**config.mk**
```make
export PLATFORM = sky130hd
export DESIGN_NAME = lvd_ctrl
export DESIGN_NICKNAME = d
export VERILOG_FILES = /design/src/pkg/lvd_pkg.sv /design/src/logic/lvd_sync.sv /design/src/logic/lvd_release.sv /design/src/logic/lvd_ctrl.sv
export VERILOG_INCLUDE_DIRS = /design/src /design/src/pkg
export SDC_FILE = /design/constraint.sdc
export NUM_CORES = 1
export LEC_CHECK = 0
export BUFFER_PORTS_ARGS = -buffer_cell sky130_fd_sc_hd__buf_2
export CELL_PAD_IN_SITES_DETAIL_PLACEMENT = 1
export CELL_PAD_IN_SITES_GLOBAL_PLACEMENT = 1
export CORE_ASPECT_RATIO = 0.75
export CORE_UTILIZATION = 35
export CTS_BUF_LIST = sky130_fd_sc_hd__clkbuf_4 sky130_fd_sc_hd__clkbuf_8
export CTS_CLUSTER_DIAMETER = 30
export DETAILED_ROUTE_END_ITERATION = 6
export PLACE_DENSITY_LB_ADDON = 0.2
export SLEW_MARGIN = 20
export SYNTH_ARGS = -nofsm -noshare
export SYNTH_HDL_FRONTEND = slang
export SYNTH_SLANG_ARGS = --single-unit
```
**constraint.sdc**
```tcl
create_clock -name pclk -period 2.9 [get_ports pclk]
set_input_delay 0.58 -clock pclk [delete_from_list [all_inputs] [get_ports pclk]]
set_output_delay 0.58 -clock pclk [all_outputs]
set_load 0.05 [all_outputs]
```
**src/pkg/lvd_consts.svh**
```systemverilog
`ifndef LVD_CONSTS_SVH
`define LVD_CONSTS_SVH
// Register byte offsets
`define LVD_CTRL_OFF 12'h000
`define LVD_STAT_OFF 12'h004
// Control and status register fields
`define LVD_DET_EN_BIT 7
`define LVD_SEL_BIT 3
`define LVD_RST_EN_BIT 2
`define LVD_FALL_EN_BIT 1
`define LVD_RISE_EN_BIT 0
`define LVD_CTRL_RSVD 8'h70
`define LVD_STAT_RSVD 8'hfc
`define LVD_FALL_FLAG_BIT 1
`define LVD_RISE_FLAG_BIT 0
// Reset release prescaler length in system clocks
`define LVD_RELEASE_CYCLES 131072
`endif

```
**src/pkg/lvd_pkg.sv**
```systemverilog
`default_nettype none
package lvd_pkg;
  // Reset release sequencer states
  typedef enum logic [1:0] {LVD_HOLD, LVD_COUNT, LVD_RUN} lvd_rst_state_t;
  // Trip level choice
  typedef enum logic {LVD_LEVEL_LOW, LVD_LEVEL_HIGH} lvd_level_t;
endpackage
`default_nettype wire

```
**src/logic/lvd_sync.sv**
```systemverilog
`timescale 1ns/10ps
`default_nettype none
// Three-stage synchroniser; change counts when stages two and three agree
module lvd_sync
(
  // Clock and reset
  input wire logic pclk,
  input wire logic presetn,
  // Asynchronous level in, synchronised level out
  input wire logic async_in,
  output logic sync_out
);
  logic [2:0] stage_ff;
  // Shift chain; stage 0 only feeds stage 1
  always_ff @(posedge pclk or negedge presetn)
  begin
    if (!presetn)
      stage_ff <= 3'h0;
    else
      stage_ff <= {stage_ff[1:0], async_in};
  end
  // Output only moves when the two later stages agree
  always_ff @(posedge pclk or negedge presetn)
  begin
    if (!presetn)
      sync_out <= 1'b0;
    else if (stage_ff[1] == stage_ff[2])
      sync_out <= stage_ff[2];
  end
endmodule
`default_nettype wire

```
**src/logic/lvd_release.sv**
```systemverilog
`timescale 1ns/10ps
`default_nettype none
`include "lvd_consts.svh"
// Internal reset release prescaler: counts after the cause clears
module lvd_release
#(
  parameter int RELEASE_CYCLES = `LVD_RELEASE_CYCLES
)
(
  // Clock and reset
  input wire logic pclk,
  input wire logic presetn,
  // Synchronised reset cause, high while reset must be held
  input wire logic hold_req,
  // Internal chip reset, active low
  output logic chip_rst_n
);
  import lvd_pkg::*;
  lvd_rst_state_t state_ff;
  logic [17:0] cnt_ff;
  // Hold while cause stands, then count, then run
  always_ff @(posedge pclk or negedge presetn)
  begin
    if (!presetn)
    begin
      state_ff <= LVD_HOLD;
      cnt_ff <= 18'h0;
    end
    else if (hold_req)
    begin
      state_ff <= LVD_HOLD;
      cnt_ff <= 18'h0;
    end
    else
    begin
      unique case (state_ff)
        LVD_HOLD:
        begin
          state_ff <= LVD_COUNT;
          cnt_ff <= 18'h0;
        end
        LVD_COUNT:
        begin
          // Release after the full count
          if (cnt_ff == 18'(RELEASE_CYCLES - 1))
            state_ff <= LVD_RUN;
          cnt_ff <= cnt_ff + 18'h1;
        end
        LVD_RUN:
          state_ff <= LVD_RUN;
      endcase
    end
  end
  // Registered reset output
  always_ff @(posedge pclk or negedge presetn)
  begin
    if (!presetn)
      chip_rst_n <= 1'b0;
    else
      chip_rst_n <= (state_ff == LVD_RUN) && !hold_req;
  end
  rel_hold_a: assert property (@(posedge pclk) disable iff (!presetn)
    hold_req |=> !chip_rst_n) else $error("reset not held");
endmodule
`default_nettype wire

```
**src/logic/lvd_ctrl.sv**
```systemverilog
`timescale 1ns/10ps
`default_nettype none
`include "lvd_consts.svh"
module lvd_ctrl
#(
  parameter int RELEASE_CYCLES = `LVD_RELEASE_CYCLES
)
(
  // APB clock and power-on reset
  input wire logic pclk,
  input wire logic presetn,
  // Watchdog reset request, active high, synchronous
  input wire logic watchdog_rst,
  // APB slave
  input wire logic psel,
  input wire logic penable,
  input wire logic pwrite,
  input wire logic [11:0] paddr,
  input wire logic [31:0] pwdata,
  output logic [31:0] prdata,
  output logic pready,
  output logic pslverr,
  // Analogue comparators, asynchronous, high when supply below level; above_rise_lvl high when supply above level
  input wire logic below_reset_lvl,
  input wire logic below_fall_lvl,
  input wire logic above_rise_lvl,
  // Reset pin level, high once capacitor charged
  input wire logic external_reset_pin,
  // Analogue controls
  output logic detect_active,
  output var lvd_pkg::lvd_level_t trip_level,
  // Interrupts and chip reset
  output logic fall_irq,
  output logic rise_irq,
  output logic undervolt_rst_req,
  output logic chip_rst_n
);
  import lvd_pkg::*;
  logic [7:0] ctrl_ff; // Control register, writable bits only
  logic fall_flag_ff; // Supply fell
  logic rise_flag_ff; // Supply recovered
  logic fall_seen_ff; // Read-as-one seen for fall flag
  logic rise_seen_ff; // Read-as-one seen for rise flag
  logic armed_ff; // Fall occurred, rise may follow
  logic below_rst_s; // Synchronised comparators
  logic below_fall_s;
  logic above_rise_s;
  logic pin_high_s;
  logic below_fall_d_ff; // Previous for edge detect
  logic above_rise_d_ff;
  logic wr_stb; // Write access phase
  logic rd_stb; // Read access phase
  logic hit_ctrl;
  logic hit_stat;
  logic fall_edge;
  logic rise_edge;
  logic det_en;

  // Address decode helper
  function automatic logic addr_is(input logic [11:0] a, input logic [11:0] off);
    addr_is = (a == off);
  endfunction

  // Comparator synchronisers
  lvd_sync u_sync_rst (.pclk(pclk), .presetn(presetn), .async_in(below_reset_lvl),
    .sync_out(below_rst_s));
  lvd_sync u_sync_fall (.pclk(pclk), .presetn(presetn), .async_in(below_fall_lvl),
    .sync_out(below_fall_s));
  lvd_sync u_sync_rise (.pclk(pclk), .presetn(presetn), .async_in(above_rise_lvl),
    .sync_out(above_rise_s));
  lvd_sync u_sync_pin (.pclk(pclk), .presetn(presetn), .async_in(external_reset_pin),
    .sync_out(pin_high_s));

  // Bus strobes; zero wait states
  assign pready = 1'b1;
  assign pslverr = 1'b0;
  assign wr_stb = psel && penable && pwrite;
  assign rd_stb = psel && penable && !pwrite;
  assign hit_ctrl = addr_is(paddr, `LVD_CTRL_OFF);
  assign hit_stat = addr_is(paddr, `LVD_STAT_OFF);

  // Detector gating; every other enable is ignored while off
  assign det_en = ctrl_ff[`LVD_DET_EN_BIT];
  assign detect_active = det_en;
  assign trip_level = lvd_level_t'(ctrl_ff[`LVD_SEL_BIT]);

  // Control register: presetn is the power-on reset; watchdog also clears.
  // The undervoltage reset never reaches here, so settings persist
  always_ff @(posedge pclk or negedge presetn)
  begin
    if (!presetn)
      ctrl_ff <= 8'h00;
    else if (watchdog_rst)
      ctrl_ff <= 8'h00;
    else if (wr_stb && hit_ctrl)
      ctrl_ff <= pwdata[7:0] & ~`LVD_CTRL_RSVD;
  end

  // Edge detectors on synchronised levels
  always_ff @(posedge pclk or negedge presetn)
  begin
    if (!presetn)
    begin
      below_fall_d_ff <= 1'b0;
      above_rise_d_ff <= 1'b0;
    end
    else
    begin
      below_fall_d_ff <= below_fall_s;
      above_rise_d_ff <= above_rise_s;
    end
  end
  assign fall_edge = det_en && below_fall_s && !below_fall_d_ff;
  assign rise_edge = det_en && above_rise_s && !above_rise_d_ff;

  // Read-as-one tracking for the clear protocol
  always_ff @(posedge pclk or negedge presetn)
  begin
    if (!presetn)
    begin
      fall_seen_ff <= 1'b0;
      rise_seen_ff <= 1'b0;
    end
    else if (rd_stb && hit_stat)
    begin
      fall_seen_ff <= fall_flag_ff;
      rise_seen_ff <= rise_flag_ff;
    end
    else
    begin
      // A cleared flag forgets the read, so a fresh event needs a fresh read
      fall_seen_ff <= fall_seen_ff && fall_flag_ff;
      rise_seen_ff <= rise_seen_ff && rise_flag_ff;
    end
  end

  // Fall flag; a set in the clear cycle wins
  always_ff @(posedge pclk or negedge presetn)
  begin
    if (!presetn)
      fall_flag_ff <= 1'b0;
    else if (!chip_rst_n)
      fall_flag_ff <= 1'b0;
    else if (fall_edge)
      fall_flag_ff <= 1'b1;
    else if (wr_stb && hit_stat && fall_seen_ff && !pwdata[`LVD_FALL_FLAG_BIT])
      fall_flag_ff <= 1'b0;
  end

  // Arming: fall with rise enable, disarmed by reset-level drop
  always_ff @(posedge pclk or negedge presetn)
  begin
    if (!presetn)
      armed_ff <= 1'b0;
    else if (!det_en || below_rst_s)
      armed_ff <= 1'b0;
    else if (fall_edge && ctrl_ff[`LVD_RISE_EN_BIT])
      armed_ff <= 1'b1;
    else if (rise_edge)
      armed_ff <= 1'b0;
  end

  // Rise flag; set wins over clear
  always_ff @(posedge pclk or negedge presetn)
  begin
    if (!presetn)
      rise_flag_ff <= 1'b0;
    else if (!chip_rst_n)
      rise_flag_ff <= 1'b0;
    else if (rise_edge && armed_ff)
      rise_flag_ff <= 1'b1;
    else if (wr_stb && hit_stat && rise_seen_ff && !pwdata[`LVD_RISE_FLAG_BIT])
      rise_flag_ff <= 1'b0;
  end

  // Interrupt requests stay up until the flag, its enable or the detector enable clears
  assign fall_irq = det_en && fall_flag_ff && ctrl_ff[`LVD_FALL_EN_BIT];
  assign rise_irq = det_en && rise_flag_ff && ctrl_ff[`LVD_RISE_EN_BIT];

  // Undervoltage reset request
  assign undervolt_rst_req = det_en && ctrl_ff[`LVD_RST_EN_BIT] && below_rst_s;

  // Chip reset held by low pin or undervoltage, released after prescaler
  lvd_release #(.RELEASE_CYCLES(RELEASE_CYCLES)) u_release (
    .pclk(pclk),
    .presetn(presetn),
    .hold_req(undervolt_rst_req || !pin_high_s),
    .chip_rst_n(chip_rst_n)
  );

  // Read data, registered; unmapped reads give zero
  always_ff @(posedge pclk or negedge presetn)
  begin
    if (!presetn)
      prdata <= 32'h0;
    else if (psel && !penable && !pwrite)
    begin
      if (addr_is(paddr, `LVD_CTRL_OFF))
        prdata <= {24'h0, ctrl_ff | `LVD_CTRL_RSVD};
      else if (addr_is(paddr, `LVD_STAT_OFF))
        prdata <= {24'h0, `LVD_STAT_RSVD | {6'h0, fall_flag_ff, rise_flag_ff}};
      else
        prdata <= 32'h0;
    end
  end

  // Reserved control bits read back as one
  ctrl_rsvd_a: assert property (@(posedge pclk) disable iff (!presetn)
    ##1 rd_stb && hit_ctrl && $past(psel && !penable) |-> prdata[6:4] == 3'h7)
    else $error("reserved bits not one");

  // Reserved control bits never stored
  ctrl_fixed_a: assert property (@(posedge pclk) disable iff (!presetn)
    ctrl_ff[6:4] == 3'h0)
    else $error("fixed bits stored");

  // Status fixed bits read back as one
  stat_rsvd_a: assert property (@(posedge pclk) disable iff (!presetn)
    rd_stb && hit_stat && $past(psel && !penable) |-> prdata[7:2] == 6'h3f)
    else $error("status fixed bits wrong");

  // Standby silences every output request
  ctrl_off_a: assert property (@(posedge pclk) disable iff (!presetn)
    !det_en |-> !fall_irq && !rise_irq && !undervolt_rst_req)
    else $error("active while detector off");

  // No fall flag can be raised in standby
  fall_det_a: assert property (@(posedge pclk) disable iff (!presetn)
    $rose(fall_flag_ff) |-> $past(det_en))
    else $error("fall flag in standby");

  // Reset request needs both enables and a low supply
  uv_req_a: assert property (@(posedge pclk) disable iff (!presetn)
    undervolt_rst_req == (det_en && ctrl_ff[2] && below_rst_s))
    else $error("reset request wrong");

  // Reset enable off means no request at all
  rst_gate_a: assert property (@(posedge pclk) disable iff (!presetn)
    !ctrl_ff[2] |-> !undervolt_rst_req)
    else $error("reset while disabled");

  // Fall interrupt is flag and enable
  irq_and_a: assert property (@(posedge pclk) disable iff (!presetn)
    fall_irq |-> fall_flag_ff && ctrl_ff[1])
    else $error("fall irq wrong");

  // Rise interrupt is flag and enable
  rise_and_a: assert property (@(posedge pclk) disable iff (!presetn)
    rise_irq |-> rise_flag_ff && ctrl_ff[0])
    else $error("rise irq wrong");

  // Watchdog clears the settings
  wdt_clr_a: assert property (@(posedge pclk) disable iff (!presetn)
    watchdog_rst |=> ctrl_ff == 8'h00)
    else $error("watchdog no clear");

  // A qualified fall edge always sets the flag
  fall_set_a: assert property (@(posedge pclk) disable iff (!presetn)
    fall_edge && chip_rst_n |=> fall_flag_ff)
    else $error("fall flag missed");

  // Flag sets only from the synchronised level
  fall_sync_a: assert property (@(posedge pclk) disable iff (!presetn)
    $rose(fall_flag_ff) |-> $past(below_fall_s))
    else $error("fall flag unsynced");

  // Fall flag leaves only by chip reset or the read-then-write clear
  fall_clr_a: assert property (@(posedge pclk) disable iff (!presetn)
    $fell(fall_flag_ff) |-> $past(!chip_rst_n || (wr_stb && hit_stat && fall_seen_ff)))
    else $error("fall flag lost");

  // Rise flag leaves only by chip reset or the read-then-write clear
  rise_clr_a: assert property (@(posedge pclk) disable iff (!presetn)
    $fell(rise_flag_ff) |-> $past(!chip_rst_n || (wr_stb && hit_stat && rise_seen_ff)))
    else $error("rise flag lost");

  // A stale read must not clear a later event
  seen_clr_a: assert property (@(posedge pclk) disable iff (!presetn)
    !fall_flag_ff |=> !fall_seen_ff)
    else $error("stale fall read");

  // Rise flag needs an armed fall first
  rise_arm_a: assert property (@(posedge pclk) disable iff (!presetn)
    $rose(rise_flag_ff) |-> $past(armed_ff))
    else $error("rise without fall");

  // Undervoltage request reaches the chip reset
  uv_hold_a: assert property (@(posedge pclk) disable iff (!presetn)
    undervolt_rst_req |-> ##2 !chip_rst_n)
    else $error("no chip reset");

  // Low reset pin holds the chip in reset
  pin_hold_a: assert property (@(posedge pclk) disable iff (!presetn)
    !pin_high_s |=> !chip_rst_n)
    else $error("reset pin ignored");
endmodule
`default_nettype wire

```
# Word level (Yosys, flattened, before mapping)
# Index checks and enable logic that the tools add are counted.
[classes]
add_sub_neg = 1
eq_ne = 11
n_mux = 20
n_reduce_logical = 43
[ops]
columns = ["cell", "count"]
rows = [
  ["18-bit one-hot mux with 2 select lines", 1],
  ["8-bit two-way mux", 4],
  ["1-bit logical AND", 27],
  ["18-bit by 1-bit adder with 18-bit output (second input constant)", 1],
  ["18-bit by 17-bit equality test with 1-bit output (second input constant)", 1],
  ["18-bit two-way mux", 1],
  ["12-bit by 3-bit equality test with 1-bit output (second input constant)", 1],
  ["12-bit logical NOT", 1],
  ["1-bit two-way mux", 11],
  ["1-bit logical NOT", 9],
  ["3-bit != test (second input constant)", 2],
  ["2-bit one-hot mux with 3 select lines", 1],
  ["3-bit nonzero test", 2],
  ["1-bit equality test", 4],
  ["2-bit two-way mux", 2],
  ["3-bit by 1-bit != test with 1-bit output (second input constant)", 1],
  ["2-bit by 1-bit equality test with 1-bit output (second input constant)", 1],
  ["2-bit equality test (second input constant)", 1],
  ["2-bit logical NOT", 1],
  ["1-bit logical OR", 2],
  ["2-bit nonzero test", 1],
]
[word_totals]
register_bits = 84
input_bits = 54
out_inout_bits = 40
wordCells = 95

# Depth between registers and ports, before layout
# Gate-level depths: netlist (run 1).
[depth]
word_depth = 8
mapped_depth = 7
ltp_nobuf = 6

# Modules after synthesis
# A second synthesis (run 1) with hierarchy kept.
[unflattened]
cells_unflattened = 258
hier_area_um2 = 2695.1
[modules_own_cells]
columns = ["mod", "instances", "cells_per_inst", "area_per_inst_um2"]
rows = [
  ["lvd_release", 1, 126, 1153.6],
  ["lvd_ctrl", 1, 112, 1096.1],
  ["lvd_sync", 4, 5, 111.4],
]

# Worst setup path after synthesis (run 1)
# No wires, ideal clock.
[synth_path]
path_type = "reg2out"
start = "reg ctrl_ff[7]"
end = "out undervolt_rst_req"
arrival_ns = 1.362
setup_slack_ns = 0.958
stages_incl_launch_ff = 3
path_buffers = 0
path_cell_list = "dfrtp_1 nand3_1 inv_1"
[synth_via]
elab_chain_len = 2
[synth_lines]
columns = ["element", "line", "source"]
rows = [
  ["from (decl)", "lvd_ctrl.sv:39", "logic [7:0] ctrl_ff;"],
  ["from (signal assigned)", "lvd_ctrl.sv:96", "ctrl_ff <= pwdata[7:0] & ~`LVD_CTRL_RSVD;"],
  ["1-bit logical AND (2 in series)", "lvd_ctrl.sv:181", "assign undervolt_rst_req = det_en && ctrl_ff[`LVD_RST_EN_BIT] && below_rst_s;"],
  ["to (decl)", "lvd_ctrl.sv:35", "output logic undervolt_rst_req,"],
]
# No other way between the ends.

# Final worst setup path (run 1)
[layout_path]
start = "reg ctrl_ff[7]"
end = "reg u_release.cnt_ff[17]"
[layout_via]
elab_chain_len = 4
[layout_lines]
columns = ["element", "line", "source"]
rows = [
  ["1-bit logical AND (*) (2 in series)", "lvd_ctrl.sv:181", ""],
  ["1-bit logical OR (*)", "lvd_ctrl.sv:187", ".hold_req(undervolt_rst_req || !pin_high_s),"],
  ["3-bit nonzero test (no source line) or 18-bit two-way mux (tied branches)", "--", ""],
  ["to (signal assigned)", "lvd_release.sv:47", "cnt_ff <= cnt_ff + 18'h1;"],
  ["to (decl)", "lvd_release.sv:20", "logic [17:0] cnt_ff;"],
]
# Every way passes the cells marked *; elsewhere a longest branch is shown, timed or not.
# A chain may end at the register's enable or synchronous reset.

==> impl_metrics.env, run 1 <==
export IMPL_status="finished clean"
export IMPL_rows=27
export IMPL_ant_nets=0
export IMPL_wl_per_cell_um=13.8
export IMPL_hp_start="below_fall_lvl"
export IMPL_die_y_um=77.3
export IMPL_r2r_cells=4
export IMPL_fin_cells=395
export IMPL_pre_cts_ws_ps=795
export IMPL_fin_nets=351
export IMPL_slowest_delay_ps=670
export IMPL_crit_fanout=16
export IMPL_hold_viol_final=0
export IMPL_fp_dieArea_mm2=0.00791
export IMPL_p_clk_frac=0.287
export IMPL_routed_wl_mm=5.46
export IMPL_cts_tree="done"
export IMPL_setup_tns_ps=0
export IMPL_vias=1941
export IMPL_pwr_share_seq=0.515
export IMPL_start_util=0.361
export IMPL_antenna_cells=0
export IMPL_rr_endpoint="u_release.cnt_ff[17]$_DFFE_PN0P_"
export IMPL_cts_buffer_depth=2
export IMPL_drtPass1Iterations=4
export IMPL_synth_top_area_cell="dfrtp_1"
export IMPL_setup_violations=0
export IMPL_io_pins=94
export IMPL_grt_max_degree=56
export IMPL_cp_required_ps=3150
export IMPL_antenna_found_initial=0
export IMPL_hpwl_mm=3.90
export IMPL_synth_avg_cell_area_um2=10.3
export IMPL_ys_seq_area_frac=0.521
export IMPL_synth_edf_count=0
export IMPL_synthArstFlopShare=1.00
export IMPL_rsz0062_at_grt="false"
export IMPL_grt_first_pass_wirelength_mm=9.60
export IMPL_drive_above_1_share=0.184
export IMPL_tightest_slew_ps=707
export IMPL_synth_area_mm2=0.00264
export IMPL_ir_drop_v=0.000243
export IMPL_crit_top_cell="nand3_1"
export IMPL_overflow=0
export IMPL_combPwrFrac=0.198
export IMPL_cap_violations=0
export IMPL_path_buf_inv=0
export IMPL_p_int_uw=1070
export IMPL_hold_depth=1
export IMPL_grt_usage=0.156
export IMPL_fmax_ghz=0.469
export IMPL_ctsHtreeMaxLevel=2
export IMPL_min_period_ps=2130
export IMPL_critical_path_top_delay_family="simple AND/OR/NAND/NOR gates"
export IMPL_path_cells="nand3_1 -> nand3_1 -> or4_1 -> nand3_1"
export IMPL_die_width_um=102
export IMPL_area_delta_synth_final_pct=10.9
export IMPL_hold_path_class="in2reg"
export IMPL_final_util=0.400
export IMPL_cts_repair_resized=0
export IMPL_vias_per_cell=4.91
export IMPL_yosys_top_cells_area="dfrtp_1, buf_4, mux2i_1, nand3_1, nand2_1"
export IMPL_clock_sinks=55
export IMPL_r2r_setup_slack_ps=770
export IMPL_yosys_register_bits=55
export IMPL_skew_ps=9.24
export IMPL_cts_root_buf="clkbuf_8"
export IMPL_ys_flop_type="dfrtp_1"
export IMPL_startpoint="ctrl_ff[7]$_DFFE_PN0P_"
export IMPL_p_sw_frac=0.337
export IMPL_dp_cells=387
export IMPL_fillCellCount=846
export IMPL_postCtsSetupBuffers=0
export IMPL_core_area_mm2=0.00733
export IMPL_clkTransAtPathRegs_ps=110
export IMPL_cp_end_kind="register"
export IMPL_synth_top_area_share=0.521
export IMPL_io_buffers=40
export IMPL_insertion_delay_ps=310
export IMPL_synth_cells=256
export IMPL_regToRegStartpoint="ctrl_ff[7]$_DFFE_PN0P_"
export IMPL_power_leakage_uw=0.00137
export IMPL_drc=0
export IMPL_ys_warn_count=0
export IMPL_cts_hold_buf=0
export IMPL_ys_types=42
export IMPL_period_share=0.735
export IMPL_drt_initial_drc_count=101
export IMPL_startpoint_type="register"
export IMPL_power_density_mw_per_mm2=551
export IMPL_slowest_stage="or4_1"
export IMPL_place_congestion=0.772
export IMPL_critPathKind="reg2reg"
export IMPL_worst_slack_ps=767
export IMPL_slew_violations=0
export IMPL_slew_headroom=0.529
export IMPL_switching_power_uw=544
export IMPL_cts_buffers=5
export IMPL_hold_end="u_sync_fall.stage_ff[0]$_DFF_PN0_"
export IMPL_cp_arrival_ps=2380
export IMPL_grt_pass1_vias=1955
## power groups by stage
stage | Combinational (uW) | Sequential [uW] | Clock (uW)
2_1_floorplan | 260 | 849 | 0
3_3_place_gp | 317 | 845 | 0
3_5_place_dp | 325 | 846 | 0
4_1_cts | 326 | 831 | 486
5_1_grt | 359 | 838 | 521
6_report | 320 | 831 | 464
## metal layers
metal | GRT usage | share of wire | vias up
met1 | 0.224 | 0.51 | 956
met3 | 0.0301 | 0.033 | 5
met2 | 0.238 | 0.45 | 43
met5 | 0 | 0 | -
met4 | 0.0414 | 0.0070 | 0
li1 | - | - | 937
## how the worst max path moves through the flow
| stage | cells past startpoint | slack [ps] | endpoint |
|---|---|---|---|
| 2_1_floorplan | 2 | 960 | undervolt_rst_req |
| 3_3_place_gp | 4 | 810 | u_release.cnt_ff[17]$_DFFE_PN0P_ |
| 3_5_place_dp | 4 | 790 | u_release.cnt_ff[15]$_DFFE_PN0P_ |
| 4_1_cts | 4 | 750 | u_release.cnt_ff[17]$_DFFE_PN0P_ |
| 5_1_grt | 4 | 620 | u_release.cnt_ff[15]$_DFFE_PN0P_ |
| 6_report | 4 | 770 | u_release.cnt_ff[17]$_DFFE_PN0P_ |
## worst register-to-register path: stages, from the launching register on
cell,delay (ps)
dfrtp_1,500
nand3_1,290
nand3_1,520
or4_1,670
nand3_1,90
## stage by stage
| step | power (uW) | area, um^2 | hold slack (ps) |
|---|---|---|---|
| 2_1_floorplan | 1110 | 2730 | 284 |
| 3_3_place_gp | 1160 | 2830 | 334 |
| 3_5_place_dp | 1170 | 2830 | 339 |
| 4_1_cts | 1640 | 2930 | 345 |
| 5_1_grt | 1720 | 2930 | 331 |
| 6_report | 1610 | 2930 | 358 |
## synthesized netlist by cell type (2+ instances only)
| cell | n |
|---|---|
| o21a_1 | 2 |
| conb_1 | 2 |
| o211ai_1 | 4 |
| nand4_1 | 3 |
| buf_4 | 28 |
| or4_1 | 4 |
| dfrtp_1 | 55 |
| nand3_1 | 17 |
| o31a_1 | 2 |
| a31oi_1 | 5 |
| o31ai_1 | 5 |
| maj3_1 | 4 |
| a41oi_1 | 2 |
| nor3_1 | 3 |
| o21ai_0 | 12 |
| or3_1 | 6 |
| nor2_1 | 13 |
| buf_2 | 2 |
| nor4_1 | 4 |
| and3_1 | 9 |
| a22o_1 | 3 |
| nand2_1 | 18 |
| inv_1 | 11 |
| a21oi_1 | 6 |
| nor3b_1 | 3 |
| clkbuf_1 | 4 |
| ha_1 | 4 |
| or4_4 | 2 |
| mux2i_1 | 10 |
## sequential cells by signal, summed over array words and instances, names as in the netlist, 2 cells and up
register	count
ctrl_ff	5
u_sync_pin.stage_ff	3
u_sync_rise.stage_ff	3
u_release.state_ff	2
prdata	6
u_sync_fall.stage_ff	3
u_sync_rst.stage_ff	3
u_release.cnt_ff	18
## area by class of cell
class	instances	area (um^2)	area share
well taps	101	126	0.0431
multi-input cells	179	1080	0.367
clock inverters	3	33.8	0.0115
inverters	11	41.3	0.0141
repair buffers	41	208	0.0708
flip-flops and latches	55	1380	0.469
clock buffers	5	68.8	0.0235
## cells by family after synthesis
group,count (synthesis),share of synthesized area
flip-flops,55,0.521
buffers and inverters,46,0.106
AO/OA/AOI/OAI,45,0.112
multiplexers,10,0.0379
adder cells (fa/ha/maj),8,0.0341
other,2,0.00284
AND/OR/NAND/NOR,90,0.186
## layout by cell type (no fill, tap or decap), types with 5 or more instances in the layout
master	synthesis	layout
inv_1	11	11
nor2_1	13	13
o21ai_0	12	12
buf_2	2	40
or3_1	6	6
clkbuf_8	0	5
dfrtp_1	55	55
conb_1	2	26
a21oi_1	6	6
o31ai_1	5	5
mux2i_1	10	10
and3_1	9	9
nand3_1	17	17
a31oi_1	5	5
nand2_1	18	18
(Power assumes the default switching activity.)
==> inputs of run 2 (changes only) <==
ABC_AREA = 1   (was not set)
CORE_UTILIZATION = 34   (was 35)
clock period = 1.8 ns   (was 2.9 ns; I/O delays follow)
==> impl_metrics.env, run 2 <==
export IMPL_status="finished clean"
export IMPL_synth_common_cells="nand2_1, dfrtp_1, inv_1, buf_4, nor2_1"
export IMPL_grt_pass1_vias=2179
export IMPL_cap_violations=0
export IMPL_whs_ps=14.3
export IMPL_ant_nets=0
export IMPL_area_delta_synth_final_pct=12.5
export IMPL_min_period_ps=1680
export IMPL_startpoint_type="register"
export IMPL_antenna_cells=0
export IMPL_cts_hold_buf=0
export IMPL_wl_per_cell_um=13.1
export IMPL_cts_buffers=5
export IMPL_synthArstFlopShare=1.00
export IMPL_overflow=0
export IMPL_rsz0062_at_grt="false"
export IMPL_io_pins=94
export IMPL_drc=0
export IMPL_cts_root_buf="clkbuf_8"
export IMPL_skew_ps=10.4
export IMPL_place_congestion=0.748
export IMPL_die_y_um=81.1
export IMPL_pre_cts_ws_ps=235
export IMPL_grt_first_pass_wirelength_mm=10.6
export IMPL_hpwl_mm=4.80
export IMPL_antenna_found_initial=0
export IMPL_hold_viol_final=0
export IMPL_grt_max_degree=56
export IMPL_critical_path_top_delay_family="buffers and inverters"
export IMPL_yosys_top_cells_area="dfrtp_1, nand2_1, buf_4, inv_1, o21ai_0"
export IMPL_cts_repair_resized=0
export IMPL_period_share=0.931
export IMPL_worst_slack_ps=124
export IMPL_critPathKind="reg2out"
export IMPL_hold_path_class="in2async"
export IMPL_synth_area_mm2=0.00283
export IMPL_postCtsSetupBuffers=0
export IMPL_slowest_delay_ps=400
export IMPL_cts_buffer_depth=2
export IMPL_drtPass1Iterations=4
export IMPL_fin_nets=435
export IMPL_cts_tree="done"
export IMPL_layout_common_cells="nand2_1, dfrtp_1, inv_1, buf_2, conb_1"
export IMPL_top_regs="u_release.cnt_ff: 18 flops, prdata: 6 flops, ctrl_ff: 5 flops"
export IMPL_vias_per_cell=4.53
export IMPL_clock_sinks=55
export IMPL_final_util=0.399
export IMPL_path_buf_inv=3
export IMPL_yosysMostFrequentCell="nand2_1"
export IMPL_grt_usage=0.159
export IMPL_fp_dieArea_mm2=0.00871
export IMPL_power_leakage_uw=0.00157
export IMPL_cp_arrival_ps=1320
export IMPL_synth_top_area_cell="dfrtp_1"
export IMPL_die_width_um=107
export IMPL_slew_violations=0
export IMPL_start_util=0.355
export IMPL_cp_end_kind="output port"
export IMPL_synth_edf_count=0
export IMPL_slowest_stage="dfrtp_1"
export IMPL_ys_seq_area_frac=0.486
export IMPL_setup_violations=0
export IMPL_total_power_uw=2710
export IMPL_ir_drop_v=0.000414
export IMPL_crit_fanout=5
export IMPL_setup_tns_ps=0
export IMPL_cp_required_ps=1440
export IMPL_top_register="u_release.cnt_ff"
export IMPL_drt_initial_drc_count=95
export IMPL_fmax_ghz=0.597
export IMPL_ys_warn_count=0
export IMPL_ys_types=32
export IMPL_drive_above_1_share=0.206
export IMPL_clkTransAtPathRegs_ps=110
export IMPL_vias=2189
export IMPL_ctsHtreeMaxLevel=2
export IMPL_power_density_mw_per_mm2=849
export IMPL_path_cells="buf_4 -> inv_1 -> nor2_2 -> buf_2"
export IMPL_ys_flop_type="dfrtp_1"
export IMPL_routed_wl_mm=6.31
export IMPL_yosys_register_bits=55
export IMPL_synth_top_area_share=0.486
export IMPL_core_area_mm2=0.00799
export IMPL_io_buffers=40
export IMPL_synth_cells=330
export IMPL_insertion_delay_ps=320
export IMPL_synth_avg_cell_area_um2=8.59
export IMPL_largest_reg_flops=18
export IMPL_final_common_cell="nand2_1"
export IMPL_rows=28
run 2: cell count changes in the layout (fill, tap and decap cells not counted), sizes merged, moves of 5 or more:
cell | previous run | this run
o31ai | 5 | 0
mux2i | 10 | 0
and3 | 9 | 0
nor2 | 13 | 35
or4 | 6 | 0
a21oi | 6 | 11
or3 | 6 | 0
nand2 | 18 | 76
inv | 12 | 46
nand3 | 18 | 23
buf | 41 | 47
o21ai | 12 | 25
run 2: report_power, final:
group | internal [uW] | switching, uW
Clock | 288 | 453
Combinational | 193 | 432
Sequential | 1300 | 47.6
Total | 1780 | 933
run 2: worst register-to-register path: stages (launching register included):
cell,delay (ps)
dfrtp_1,420
inv_1,90
ha_1,260
inv_1,120
nor2_4,190
inv_1,120
a21oi_1,130
o21ai_0,90
o21ai_0,80
run 2: area by class of cell:
cell class / instances / area (um^2)
inverter: 44 / 165
timing repair buffer: 47 / 265
sequential: 55 / 1380
tap: 105 / 131
clock buffer: 5 / 68.8
fill: 1003 / 4800
clock inverter: 3 / 26.3
multi-input combinational: 224 / 1160
run 2: cell families after synthesis:
| logic type | Yosys count | share of synthesized area |
|---|---|---|
| AOI/OAI and AO/OA | 43 | 0.0826 |
| xor gates and xnor gates | 2 | 0.00618 |
| and+or+nand+nor | 145 | 0.250 |
| adders and majority gates | 8 | 0.0318 |
| other | 2 | 0.00265 |
| DFF | 55 | 0.486 |
| buffers and inverters | 75 | 0.141 |
run 2: path summary, 6_finish.rpt:
check	end	startpoint	cells after the start	slack, ps
max reg2reg	u_release.cnt_ff[6]$_DFFE_PN0P_	u_release.state_ff[1]$_DFFE_PN0P_	8	210
min	u_release.cnt_ff[2]$_DFFE_PN0P_	presetn	2	10
min reg2reg	u_sync_rise.stage_ff[1]$_DFF_PN0_	u_sync_rise.stage_ff[0]$_DFF_PN0_	0	370
min in group pclk	u_sync_fall.stage_ff[0]$_DFF_PN0_	below_fall_lvl	1	130
max in group asynchronous	u_sync_pin.sync_out$_DFFE_PN0N_	presetn	2	1510
max	rise_irq	ctrl_ff[7]$_DFFE_PN0P_	4	120
run 2: metal layers:
metal / GRT usage / up-vias / share of wire
met2: 0.257 / 45 / 0.44
met3: 0.0281 / 5 / 0.036
met4: 0.0493 / 0 / 0.0097
li1: - / 1087 / -
met5: 0 / - / 0
met1: 0.217 / 1052 / 0.51
run 2: through the flow:
| step | cell area (um^2) | instances |
|---|---|---|
| final | 3190 | 483 |
| after global routing | 3190 | 483 |
| after CTS | 3190 | 483 |
| after detailed placement | 3090 | 475 |
| after global placement | 3090 | 475 |
| after floorplan | 2930 | 354 |
==> inputs of run 3 (changes only) <==
GPL_TIMING_DRIVEN = 0   (was not set)
==> impl_metrics.env, run 3 (synthesis gave the netlist of run 2 again) <==
export IMPL_rows=28
export IMPL_min_period_ps=1630
export IMPL_insertion_delay_ps=310
export IMPL_top_register="u_release.cnt_ff"
export IMPL_ant_nets=0
export IMPL_die_width_um=107
export IMPL_rr_endpoint="u_release.cnt_ff[13]$_DFFE_PN0P_"
export IMPL_cts_root_buf="clkbuf_8"
export IMPL_slew_headroom=0.527
export IMPL_cts_buffer_depth=2
export IMPL_core_area_mm2=0.00799
export IMPL_place_congestion=0.748
export IMPL_setup_violations=0
export IMPL_clock_sinks=55
export IMPL_cp_required_ps=1440
export IMPL_cp_end_kind="output port"
export IMPL_cap_violations=0
export IMPL_overflow=0
export IMPL_vias=2234
export IMPL_start_util=0.355
export IMPL_io_buffers=40
export IMPL_drtPass1Iterations=4
export IMPL_fp_dieArea_mm2=0.00871
export IMPL_wl_per_cell_um=12.0
export IMPL_grt_max_degree=56
export IMPL_largest_reg_flops=18
export IMPL_drive_above_1_share=0.264
export IMPL_slew_violations=0
export IMPL_skew_ps=11.9
export IMPL_startpoint_type="register"
export IMPL_antenna_found_initial=0
export IMPL_hold_path_class="in2async"
export IMPL_drc=0
export IMPL_power_density_mw_per_mm2=804
export IMPL_critPathKind="reg2out"
export IMPL_grt_usage=0.151
export IMPL_setup_tns_ps=0
export IMPL_hpwl_mm=4.74
export IMPL_fmax_ghz=0.614
export IMPL_rsz0062_at_grt="false"
export IMPL_r2r_cells=7
export IMPL_total_power_uw=2710
export IMPL_ir_drop_v=0.000445
export IMPL_cp_arrival_ps=1270
export IMPL_io_pins=94
export IMPL_routed_wl_mm=6.08
export IMPL_period_share=0.905
export IMPL_status="finished clean"
export IMPL_vias_per_cell=4.41
export IMPL_grt_pass1_vias=2170
export IMPL_grt_first_pass_wirelength_mm=10.2
export IMPL_top_regs="u_release.cnt_ff: 18 flops, prdata: 6 flops, ctrl_ff: 5 flops"
export IMPL_hold_viol_final=0
export IMPL_area_delta_synth_final_pct=19.0
export IMPL_ctsHtreeMaxLevel=2
export IMPL_layout_common_cells="nand2_1, dfrtp_1, inv_1, buf_2, buf_4"
export IMPL_final_common_cell="nand2_1"
export IMPL_cts_tree="done"
export IMPL_drt_initial_drc_count=66
export IMPL_r2r_setup_slack_ps=190
export IMPL_antenna_cells=0
export IMPL_die_y_um=81.1
export IMPL_clkTransAtPathRegs_ps=110
export IMPL_regToRegStartpoint="u_release.state_ff[1]$_DFFE_PN0P_"
export IMPL_fillCellCount=984
export IMPL_fin_nets=459
export IMPL_tightest_slew_ps=709
export IMPL_cts_buffers=5
export IMPL_crit_fanout=5
export IMPL_power_leakage_uw=0.00169
## run 3: changes by cell type in the layout (fill, tap and decap cells not counted)
cell,change
dfrtp_1,-1
nand3_1,-2
nand3_2,+2
buf_12,-1
buf_6,+1
buf_4,+24
inv_1,-1
inv_2,+1
dfrtp_2,+1
## run 3: per-layer routing
layer  part of all wire  up-vias  track usage
met1               0.51     1060        0.211
met3              0.041        2       0.0305
met5                  0        -            0
met2               0.44       39        0.247
li1                   -     1133            -
met4             0.0039        0       0.0247
## run 3: worst max-delay path by stage
stage                                        to  slack, ps  cells past startpoint                               from
3_5_place_dp    u_release.cnt_ff[0]$_DFFE_PN0P_         80                      8  u_release.state_ff[1]$_DFFE_PN0P_
2_1_floorplan                          fall_irq        -50                      2             ctrl_ff[7]$_DFFE_PN0P_
5_1_grt        u_release.cnt_ff[13]$_DFFE_PN0P_         20                      7  u_release.state_ff[1]$_DFFE_PN0P_
6_report                               rise_irq        170                      3             ctrl_ff[7]$_DFFE_PN0P_
3_3_place_gp   u_release.cnt_ff[16]$_DFFE_PN0P_        150                      8  u_release.state_ff[1]$_DFFE_PN0P_
4_1_cts                       undervolt_rst_req         30                      3             ctrl_ff[7]$_DFFE_PN0P_
## run 3: final cells by class
cell class                 instances  area, um^2  area share
multi-input combinational        224        1170       0.346
buffer                            31         234      0.0694
clock inverter                     3        26.3     0.00779
sequential                        55        1380       0.409
timing repair buffer              40         203      0.0601
inverter                          44         165      0.0490
tap                              105         131      0.0390
clock buffer                       5        68.8      0.0204
## run 3: metrics by stage
step / instances / setup WS (ps) / instance area (um^2) / hold slack (ps) / utilization
CTS: 507 / 32.4 / 3360 / 118 / 0.421
global route: 507 / 19.9 / 3370 / 130 / 0.422
global placement: 499 / 150 / 3260 / 334 / 0.409
floorplan: 354 / -49.6 / 2930 / 64.4 / -
detailed placement: 499 / 81.2 / 3270 / 337 / 0.409
finish: 507 / 171 / 3370 / 81.3 / 0.422
## run 3: what timing repair did
| action | CTS | global route |
|---|---|---|
| resized for setup | 0 | 4 |
| buffers inserted | 0 | 0 |
| setup endpoints to repair | 0 | 11 |
| hold buffers | 0 | 0 |
## run 3: critical path, stage by stage, from the launching register on
cell and delay, ps:
dfrtp_2 450, inv_1 130, nor2_2 120, buf_2 260
## run 3: report_power, final
part / total (uW) / internal, uW / switching, uW
registers: 1340 / 1300 / 44.7
clock network: 726 / 288 / 438
logic: 644 / 204 / 440
total: 2710 / 1790 / 923
